$ cat config.mk
export PLATFORM = sky130hd
export DESIGN_NAME = eeprom_slave
export DESIGN_NICKNAME = d
export VERILOG_FILES = /design/src/rtl/eeprom_slave_pkg.sv /design/src/rtl/page_fifo_if.sv /design/src/rtl/pin_sync.sv /design/src/rtl/page_fifo.sv /design/src/rtl/eeprom_slave.sv
export SDC_FILE = /design/constraint.sdc
export NUM_CORES = 1
export LEC_CHECK = 0
export BUFFER_PORTS_ARGS = -buffer_cell sky130_fd_sc_hd__buf_2
export CAP_MARGIN = 40
export CORE_AREA = 2 2 223 269
export DETAILED_ROUTE_END_ITERATION = 10
export DIE_AREA = 0 0 225 271
export SYNTH_ARGS = -nofsm -noshare
export SYNTH_HDL_FRONTEND = slang
export SYNTH_SLANG_ARGS = --single-unit
$ cat constraint.sdc
create_clock -name clock -period 4.55 [get_ports clock]
set_input_delay 0.455 -clock clock [delete_from_list [all_inputs] [get_ports clock]]
set_output_delay 0.455 -clock clock [all_outputs]
set_load 0.05 [all_outputs]
$ cat src/rtl/eeprom_slave_pkg.sv
package eeprom_slave_pkg;

    // ==========================================================
    // Control byte codes and bits per byte
    localparam logic [3:0] CTRL_NORMAL = 4'hA;
    localparam logic [3:0] CTRL_WPROT = 4'h6;
    localparam logic [3:0] BYTE_BITS = 4'h8;

    // ==========================================================
    // Storage
    localparam int PAGE_DEPTH = 16;
    localparam int ENTRY_W = 16;
    localparam logic [7:0] LOW_HALF_TOP = 8'h7F;

    // ==========================================================
    // Timing
    localparam int CLK_MHZ = 40;
    localparam int OUT_HOLD_NS = 300;
    localparam logic [3:0] OUT_HOLD_CYC = 4'((OUT_HOLD_NS * CLK_MHZ + 999) / 1000);
    localparam int WR_CYCLE_MS = 10;
    localparam int WR_CYCLE_CYC = WR_CYCLE_MS * CLK_MHZ * 1000;
    localparam int TMR_W = 19;

    // ==========================================================
    // Protocol states
    typedef enum logic [5:0] {
        ST_IDLE = 6'b000001,
        ST_RX = 6'b000010,
        ST_ACK = 6'b000100,
        ST_TX = 6'b001000,
        ST_TXACK = 6'b010000,
        ST_SKIP = 6'b100000
    } proto_state_t;

    typedef enum logic [1:0] {
        ROLE_CTRL = 2'h0,
        ROLE_ADDR = 2'h1,
        ROLE_DATA = 2'h2
    } byte_role_t;

endpackage

$ cat src/rtl/page_fifo_if.sv
`timescale 1ns/1ps
interface page_fifo_if #(parameter int W = 16);
    logic in_valid;
    logic in_ready;
    logic [W-1:0] in_data;
    logic out_valid;
    logic out_ready;
    logic [W-1:0] out_data;
    logic full;

    modport user (output in_valid, in_data, out_ready,
                  input in_ready, out_valid, out_data, full);
    modport store (input in_valid, in_data, out_ready,
                   output in_ready, out_valid, out_data, full);
endinterface

$ cat src/rtl/pin_sync.sv
`timescale 1ns/1ps
module pin_sync
#(
    parameter int N = 6
)
(
    // Clock and reset
    input wire logic clock,
    input wire logic reset_n,
    // Pins in, synchronised levels out
    input wire logic [N-1:0] pins,
    output logic [N-1:0] levels
);
    logic [N-1:0] first_q;
    logic [N-1:0] second_q;

    // ==========================================================
    // Two flops per pin; the first is read by the second only
    for (genvar i = 0; i < N; i++)
    begin : g_bit
        always_ff @(posedge clock or negedge reset_n)
        begin
            if (!reset_n)
            begin
                first_q[i] <= 1'b1;
                second_q[i] <= 1'b1;
            end
            else
            begin
                first_q[i] <= pins[i];
                second_q[i] <= first_q[i];
            end
        end
    end

    assign levels = second_q;
endmodule

$ cat src/rtl/page_fifo.sv
`timescale 1ns/1ps
module page_fifo
#(
    parameter int W = 16,
    parameter int D = 16
)
(
    // Clock and reset
    input wire logic clock,
    input wire logic reset_n,
    // Both sides
    page_fifo_if.store q
);
    localparam int AW = $clog2(D);

    logic [W-1:0] mem [D];
    logic [AW-1:0] wr_q, wr_d, rd_q, rd_d;
    logic [AW:0] cnt_q, cnt_d;
    logic push, pop;

    // ==========================================================
    // Pointers and fill level
    assign q.full = (cnt_q == (AW+1)'(D));
    assign q.out_valid = (cnt_q != '0);
    // Full accepts a push only when the oldest leaves together
    assign q.in_ready = !q.full || q.out_ready;
    assign q.out_data = mem[rd_q];
    assign push = q.in_valid && q.in_ready;
    assign pop = q.out_valid && q.out_ready;

    always_comb
    begin
        wr_d = push ? wr_q + 1'b1 : wr_q;
        rd_d = pop ? rd_q + 1'b1 : rd_q;
        cnt_d = cnt_q + (AW+1)'(push) - (AW+1)'(pop);
    end

    always_ff @(posedge clock or negedge reset_n)
    begin
        if (!reset_n)
        begin
            wr_q <= '0;
            rd_q <= '0;
            cnt_q <= '0;
        end
        else
        begin
            wr_q <= wr_d;
            rd_q <= rd_d;
            cnt_q <= cnt_d;
        end
    end

    always_ff @(posedge clock)
    begin
        if (push)
        begin
            mem[wr_q] <= q.in_data;
        end
    end
endmodule

$ cat src/rtl/eeprom_slave.sv
// How it works
// [RL1] Master starts only on idle bus
// [RL2] SDA falling while SCL high is start
// [RL3] SDA rising while SCL high is stop
// [RL4] Data steady while SCL high
// [RL5] One bit per clock, sampled high
// [RL6] Keep newest sixteen bytes, oldest dropped
// [RL7] Acknowledge each byte on ninth clock
// [RL8] No acknowledge during write cycle
// [RL9] Acknowledge holds SDA low through high
// [RL10] Master nack ends read; release SDA
// [RL11] Codes 1010 normal, 0110 protect register
// [RL12] Chip select bits must match straps
// [RL13] Protect code with read not acknowledged
// [RL14] Eighth bit: one read, zero write
// [RL15] Second byte loads word address pointer
// [RL16] Stop after data starts write cycle
// [RL17] Protected writes acked, dropped, still timed
// [RL18] Output changes wait hold after fall
// [RL19] Counter times the busy write cycle
// [RL20] Software protect blocks addresses 00h-7Fh
// [RL21] Protect pin blocks whole array
// [RL22] Once protected, ignore protect code
`timescale 1ns/1ps
module eeprom_slave
    import eeprom_slave_pkg::*;
#(
    parameter int WR_CYCLE_CYC_P = WR_CYCLE_CYC
)
(
    // Clock and reset
    input wire logic clock,
    input wire logic reset_n,
    // Two-wire bus
    input wire logic scl_in,
    input wire logic sda_in,
    output logic sda_out,
    output logic sda_oe,
    // Straps and protect pin
    input wire logic chip_sel_strap_bit0,
    input wire logic chip_sel_strap_bit1,
    input wire logic chip_sel_strap_bit2,
    input wire logic wp_pin,
    // Commit to array
    output logic mem_valid,
    input wire logic mem_ready,
    output logic [7:0] mem_addr,
    output logic [7:0] mem_data,
    // Read data from array
    output logic [7:0] rd_addr,
    input wire logic [7:0] rd_data,
    // Status
    output logic busy,
    output logic wprot_set
);
    logic [5:0] lv;
    logic scl_s, sda_s, wp_s;
    logic [2:0] strap_s;
    page_fifo_if #(.W(ENTRY_W)) fq ();

    pin_sync #(.N(6)) u_sync (
        .clock(clock),
        .reset_n(reset_n),
        .pins({chip_sel_strap_bit2, chip_sel_strap_bit1, chip_sel_strap_bit0,
               wp_pin, sda_in, scl_in}),
        .levels(lv)
    );
    assign {strap_s, wp_s, sda_s, scl_s} = lv;

    page_fifo #(.W(ENTRY_W), .D(PAGE_DEPTH)) u_fifo (
        .clock(clock),
        .reset_n(reset_n),
        .q(fq)
    );

    proto_state_t st_q, st_d;
    byte_role_t role_q, role_d;
    logic scl_p_q, sda_p_q;
    logic [7:0] sh_q, sh_d, ptr_q, ptr_d;
    logic [3:0] cnt_q, cnt_d, hold_q, hold_d;
    logic rd_q, rd_d, wpm_q, wpm_d, pend_q, pend_d, more_q, more_d;
    logic tgt_q, tgt_d, oe_q, oe_d, busy_q, busy_d, swp_q, swp_d;
    logic [TMR_W-1:0] tmr_q, tmr_d;
    logic scl_rise, scl_fall, start_ev, stop_ev, ctrl_end, hit, acc_n, acc_w;
    logic push, prot, drain_pop;

    // ==========================================================
    // Bus events
    assign scl_rise = scl_s && !scl_p_q;
    assign scl_fall = !scl_s && scl_p_q;
    assign start_ev = scl_s && scl_p_q && sda_p_q && !sda_s; // RL2
    assign stop_ev = scl_s && scl_p_q && !sda_p_q && sda_s; // RL3
    assign ctrl_end = (st_q == ST_RX) && scl_fall && (cnt_q == BYTE_BITS)
                      && (role_q == ROLE_CTRL);
    assign hit = (sh_q[3:1] == strap_s) && !busy_q; // RL12 RL8
    assign acc_n = hit && (sh_q[7:4] == CTRL_NORMAL); // RL11
    assign acc_w = hit && (sh_q[7:4] == CTRL_WPROT) && !sh_q[0] && !swp_q; // RL13 RL22

    // ==========================================================
    // Page buffer and commit
    assign push = (st_q == ST_RX) && scl_fall && (cnt_q == BYTE_BITS)
                  && (role_q == ROLE_DATA) && !wpm_q;
    assign fq.in_valid = push;
    assign fq.in_data = {ptr_q, sh_q};
    assign mem_addr = fq.out_data[15:8];
    assign mem_data = fq.out_data[7:0];
    // Protection judged per byte as it leaves
    assign prot = wp_s || (swp_q && (mem_addr <= LOW_HALF_TOP)); // RL20 RL21
    assign mem_valid = busy_q && fq.out_valid && !prot; // RL17
    assign drain_pop = busy_q && fq.out_valid && (prot || mem_ready);
    // Overwrite the oldest when full; flush stale entries when idle
    assign fq.out_ready = drain_pop || (push && fq.full) // RL6
                          || (!busy_q && !pend_q && fq.out_valid);

    assign sda_out = 1'b0;
    assign sda_oe = oe_q;
    assign rd_addr = ptr_q;
    assign busy = busy_q;
    assign wprot_set = swp_q;

    // ==========================================================
    // Protocol next state
    always_comb
    begin
        st_d = st_q;
        role_d = role_q;
        sh_d = sh_q;
        ptr_d = ptr_q;
        cnt_d = cnt_q;
        rd_d = rd_q;
        wpm_d = wpm_q;
        pend_d = pend_q;
        more_d = more_q;
        tgt_d = tgt_q;
        unique case (st_q)
            ST_IDLE, ST_SKIP:
            begin
                tgt_d = 1'b0;
            end
            ST_RX:
            begin
                if (scl_rise)
                begin
                    sh_d = {sh_q[6:0], sda_s}; // RL5 RL4
                    cnt_d = cnt_q + 4'h1;
                end
                else if (scl_fall && cnt_q == BYTE_BITS)
                begin
                    cnt_d = 4'h0;
                    tgt_d = 1'b1; // RL7 RL9
                    st_d = ST_ACK;
                    unique case (role_q)
                        ROLE_CTRL:
                        begin
                            rd_d = sh_q[0] && acc_n; // RL14
                            wpm_d = acc_w;
                            pend_d = acc_w;
                            if (!(acc_n || acc_w))
                            begin
                                tgt_d = 1'b0;
                                st_d = ST_SKIP;
                            end
                        end
                        ROLE_ADDR:
                        begin
                            if (!wpm_q)
                            begin
                                ptr_d = sh_q; // RL15
                            end
                        end
                        default:
                        begin
                            ptr_d = {ptr_q[7:4], ptr_q[3:0] + 4'h1};
                            pend_d = 1'b1;
                        end
                    endcase
                end
            end
            ST_ACK:
            begin
                if (scl_fall)
                begin
                    if (rd_q)
                    begin
                        sh_d = rd_data;
                        tgt_d = !rd_data[7];
                        st_d = ST_TX;
                    end
                    else
                    begin
                        tgt_d = 1'b0;
                        st_d = ST_RX;
                        role_d = (role_q == ROLE_CTRL) ? ROLE_ADDR : ROLE_DATA;
                    end
                end
            end
            ST_TX:
            begin
                if (scl_rise)
                begin
                    cnt_d = cnt_q + 4'h1;
                end
                else if (scl_fall && cnt_q == BYTE_BITS)
                begin
                    cnt_d = 4'h0;
                    tgt_d = 1'b0;
                    ptr_d = ptr_q + 8'h01;
                    st_d = ST_TXACK;
                end
                else if (scl_fall)
                begin
                    sh_d = {sh_q[6:0], 1'b0};
                    tgt_d = !sh_q[6];
                end
            end
            ST_TXACK:
            begin
                if (scl_rise)
                begin
                    more_d = !sda_s;
                end
                else if (scl_fall)
                begin
                    // Master nack: line stays released for its stop
                    sh_d = rd_data; // RL10
                    tgt_d = more_q && !rd_data[7];
                    st_d = more_q ? ST_TX : ST_SKIP;
                end
            end
            default:
            begin
                st_d = ST_IDLE;
            end
        endcase
        if (start_ev)
        begin
            st_d = ST_RX;
            role_d = ROLE_CTRL;
            cnt_d = 4'h0;
            rd_d = 1'b0;
            wpm_d = 1'b0;
            pend_d = 1'b0;
            tgt_d = 1'b0;
        end
        else if (stop_ev)
        begin
            st_d = ST_IDLE;
            pend_d = 1'b0;
            tgt_d = 1'b0;
        end
    end

    // ==========================================================
    // Output hold, write cycle, protect register
    always_comb
    begin
        hold_d = scl_fall ? OUT_HOLD_CYC : (hold_q != 4'h0 ? hold_q - 4'h1 : hold_q);
        oe_d = (hold_q == 4'h1) ? tgt_q : oe_q; // RL18
        if (start_ev || stop_ev)
        begin
            oe_d = 1'b0;
        end
        busy_d = busy_q;
        tmr_d = tmr_q;
        swp_d = swp_q;
        if (busy_q)
        begin
            if (tmr_q != '0)
            begin
                tmr_d = tmr_q - 1'b1; // RL19
            end
            else if (!fq.out_valid)
            begin
                busy_d = 1'b0;
            end
        end
        else if (stop_ev && pend_q)
        begin
            busy_d = 1'b1; // RL16
            tmr_d = TMR_W'(WR_CYCLE_CYC_P);
            swp_d = swp_q || (wpm_q && !wp_s); // RL21
        end
    end

    always_ff @(posedge clock or negedge reset_n)
    begin
        if (!reset_n)
        begin
            st_q <= ST_IDLE;
            role_q <= ROLE_CTRL;
            scl_p_q <= 1'b1;
            sda_p_q <= 1'b1;
            sh_q <= 8'h00;
            ptr_q <= 8'h00;
            cnt_q <= 4'h0;
            rd_q <= 1'b0;
            wpm_q <= 1'b0;
            pend_q <= 1'b0;
            more_q <= 1'b0;
            tgt_q <= 1'b0;
            oe_q <= 1'b0;
            hold_q <= 4'h0;
            busy_q <= 1'b0;
            tmr_q <= '0;
            swp_q <= 1'b0;
        end
        else
        begin
            st_q <= st_d;
            role_q <= role_d;
            scl_p_q <= scl_s;
            sda_p_q <= sda_s;
            sh_q <= sh_d;
            ptr_q <= ptr_d;
            cnt_q <= cnt_d;
            rd_q <= rd_d;
            wpm_q <= wpm_d;
            pend_q <= pend_d;
            more_q <= more_d;
            tgt_q <= tgt_d;
            oe_q <= oe_d;
            hold_q <= hold_d;
            busy_q <= busy_d;
            tmr_q <= tmr_d;
            swp_q <= swp_d;
        end
    end

    // ==========================================================
    // Checks
    logic [3:0] since_fall_q;
    always_ff @(posedge clock or negedge reset_n)
    begin
        if (!reset_n)
        begin
            since_fall_q <= 4'h0;
        end
        else
        begin
            since_fall_q <= scl_fall ? 4'h0 : (since_fall_q == 4'hF ? 4'hF : since_fall_q + 4'h1);
        end
    end
endmodule

==> out/summary.md <==
The run finished with clean final reports. The congestion estimate from routability-driven global placement came to 0.8197. After the first detailed-routing iteration, the DRC count stood at 573. The die boundary height is 271 um. From synthesis to final layout, the design area changed by 16.85%. The post-cts repair resize count came out at 0. The logs give 4.10 ns for the data arrival time at the worst-slack endpoint and 68.15% for the share of the yosys chip area belonging to registers.

The clock transition at the registers of the reported paths is 0.06 ns. TritonCTS built the clock tree. The most numerous cell in the Yosys netlist is sky130_fd_sc_hd__edfxtp_1.

For the synthesized net count, the log shows 1015. In this run, CTS created clock tree buffers numbering 36. The end-of-flow core utilization was 29.08%. The tree is rooted in a sky130_fd_sc_hd__clkbuf_16. The number of global-route vias before repair is 8562, and the peak supply drop is 0.0002329 V. The total global-route track usage was 10.81%; the proportion of register bits with asynchronous set or reset after synthesis was 25.15%. For the met1 usage, the log shows 13.66%. The number of hold-repair buffers added at the cts stage was 1; the synthesized instance count was 979. Part of the cycle the worst path needs: 81.16%. Among all stages on the critical path, the largest delay is contributed by sky130_fd_sc_hd__dfrtp_1. The global-route wire length before repair is 51050 um, and the I/O pin total is 46. The most frequently used flop master after synthesis was sky130_fd_sc_hd__edfxtp_1. Placed instance count: 1750. Walking the worst path, the cells encountered are mux4_2, mux2i_1, o221ai_1, a21oi_1, nor2_1, inv_1, ha_1, inv_1, ha_1, inv_1, fa_1, inv_1, a21oi_1, nor2_1, nor2_1, xnor2_1. The peak fanout along the critical path works out to 16. The maximum clock path buffer count was 3. Ranked by instance count, the synthesized netlist is headed by 256 x sky130_fd_sc_hd__edfxtp_1, 71 x sky130_fd_sc_hd__dfrtp_1, 63 x sky130_fd_sc_hd__nor2_1, 59 x sky130_fd_sc_hd__mux2i_1, 59 x sky130_fd_sc_hd__nand2_1.

Summed over all layers, the global routing overflow is 0. Setup repair after global routing left no endpoint under its margin. The critical path is of the reg2reg type.

The netlist uses 70 different library cells. The sequential cell fraction of total power was 52.7%; the mean number of vias per cell was 4.569. The clock network burns 44.2% of the power. Dividing total power by cell area gives a power density of 388.2 nW/um2.

The cell that appears most often on the critical path is sky130_fd_sc_hd__inv_1. For this run, design rule violations remaining after detail routing come to 0. STA classifies the critical path startpoint as a flop.

The core region is 58130 um2. Entering global routing, the biggest net connects 49 pins. After detailed routing, the average wire length per cell comes to 18.12 um. X dimension of the die: 225 um. The number of max-cap violations is 0, and the count of buffer and inverter cells on the critical path is 4.

The top achievable clock speed came out at 270.8 MHz. The H-tree generated during clock tree synthesis spans 2 levels. The run gives 1816 as the number of non-filler instances in the completed layout.

Broken down by cell family, the worst path's largest delay share belongs to flip-flops. The met3 usage in global routing is 1.803%. Total wirelength of the detailed-routed design: 32910 um. Nature of the critical path endpoint: a flop. STA puts the critical path data required time at 4.95 ns.

The number of antenna diodes in the final layout is 0. The top cell type's share of synthesized area was 53.14%; the pre-CTS worst setup slack was 0.8637 ns. The biggest area contributor in the post-synthesis netlist is sky130_fd_sc_hd__edfxtp_1. The logs give 0.006533 uW for the leakage component of the power and 1083 for the layout net count. For this design, the sink count on the clock tree is 342. The logs give 0 for the final count of negative-setup-slack endpoints and 0 for the number of warnings reported in the yosys synthesis log. Once detail routing completed, the nets flagged for antenna violations numbered 0. The post-route netlist has 20.58% of its cells at a drive strength greater than 1. The busiest metal layer after global routing was met2. The number of core rows was 97; the slack of the critical path was 0.8573 ns. Sum of net half-perimeters after detailed placement: 21090 um. Count of flip-flops with a built-in enable after synthesis: 256. Post-CTS timing repair inserted 0 buffers for setup. The die area was 60980 um2; the post-synthesis instance area was 14470 um2.

Summed over all nets, the switching power comes to 1376 uW. The switching share of total power is 20.97%, and the routed via count is 8297. Number of antenna violations at the first check in global routing: 0. Of the total power, combinational logic draws 3.1%. Total negative slack for setup checks: 0 ns. Cell internal power was estimated by the tool at 5186 uW. The number of synthesized register bits was 342; the count of buffers inserted at the top-level ports was 44. The later pin in the worst-skew pair is clocked with a latency of 0.53 ns. For this run, global-route usage on met2 was measured as 19.00%.

The largest single stage delay on the critical path is 0.80 ns. After synthesis, the cell types taking the most area are sky130_fd_sc_hd__edfxtp_1 53%, sky130_fd_sc_hd__dfrtp_1 12%, sky130_fd_sc_hd__mux4_2 5.1%. The number of max-slew violations in the final report was 0; the final worst clock skew was 0.01168 ns. The slew at the pin with the worst max-slew slack is 0.8283 ns, and the number of iterations in the first detailed-routing pass is 5. The worst path in the final design needs a cycle of 3.693 ns, including I/O delays and setup. Path category of the worst min-delay check: in2reg. The effective utilization at floorplan was 24.88%. Hold is met by 0.02462 ns. The worst pin sits at a relative slew slack of 44.78%.

A synthesized cell averages 14.78 um2. For the final hold violation count, the log shows 0.
power by group through the flow:
stage | Sequential (uW) | Clock [uW] | Combinational, uW
floorplan | 3490 | 0 | 150
global placement | 3520 | 0 | 198
detailed placement | 3520 | 0 | 202
CTS | 3460 | 2970 | 204
global route | 3470 | 3100 | 235
finish | 3460 | 2900 | 203
layout make-up:
class	instances	area, um2
multi-input combinational	565	4373
fill	5734	41230
tap	742	928.4
sequential	342	9862
clock buffer	41	940.9
clock inverter	24	220.2
inverter	27	101.3
timing repair buffer	75	478.0
final timing paths:
kind | from | end | slack, ns | cells past startpoint
setup / recovery | u_fifo.rd_q[1] | u_fifo.cnt_q[4] | 0.86 | 16
hold / removal | wp_pin | u_sync.first_q[2] | 0.02 | 1
setup reg to reg | u_fifo.rd_q[1] | u_fifo.cnt_q[4] | 0.86 | 16
hold reg to reg | u_sync.first_q[3] | u_sync.levels[3] | 0.35 | 0
max in group asynchronous | reset_n | u_sync.levels[2] | 3.05 | 3
min in group asynchronous | reset_n | sh_q[2] | 0.49 | 2
state kept, by name, indices dropped and copies added, names as in the netlist, 2 cells and up:
name,flops
cnt_q,4
u_sync.levels,6
st_q,6
u_sync.first_q,6
rd_addr,8
hold_q,4
u_fifo.cnt_q,5
u_fifo.wr_q,4
u_fifo.rd_q,4
u_fifo.mem,256
sh_q,8
role_q,2
tmr_q,19
cells in the final DEF (no fill, tap or decap), types with 16 or more instances in the layout:
master,count
sky130_fd_sc_hd__clkbuf_16,37
sky130_fd_sc_hd__buf_4,30
sky130_fd_sc_hd__inv_1,27
sky130_fd_sc_hd__mux4_2,33
sky130_fd_sc_hd__a21oi_1,43
sky130_fd_sc_hd__nand2b_1,17
sky130_fd_sc_hd__o21ai_0,51
sky130_fd_sc_hd__dfrtp_1,70
sky130_fd_sc_hd__a221oi_1,16
sky130_fd_sc_hd__edfxtp_1,256
sky130_fd_sc_hd__mux2i_1,59
sky130_fd_sc_hd__nand2_1,59
sky130_fd_sc_hd__xnor2_1,19
sky130_fd_sc_hd__nand3_1,22
sky130_fd_sc_hd__nor2_1,51
sky130_fd_sc_hd__buf_2,43
sky130_fd_sc_hd__a22oi_1,16
sky130_fd_sc_hd__ha_1,18
layer usage:
layer | wire (um) | vias up
met1 | 14550 | 4224
met2 | 16480 | 142
met3 | 1243 | 48
li1 | - | 3883
met4 | 625 | 0
met5 | 0 | -
cell families (layout without fill, tap and decap cells):
kind of cell | count (synthesis) | in the layout | share of synthesized area, %
multiplexers | 106 | 106 | 10.31
buffers and inverters | 72 | 167 | 1.989
adder cells (fa/ha/maj) | 19 | 19 | 1.695
AND/OR/NAND/NOR | 236 | 236 | 8.156
other | 1 | 1 | 0.02592
flip-flops | 342 | 342 | 68.15
AO/OA/AOI/OAI | 174 | 174 | 7.923
XOR/XNOR | 29 | 29 | 1.756
stage by stage:
step                      total power, uW  instance area, um2
after global routing                 6798               16900
final                                6562               16900
after CTS                            6639               16900
after floorplan                      3645               14470
after detailed placement             3726               15730
after global placement               3717               15710
(Power assumes the default switching activity.)
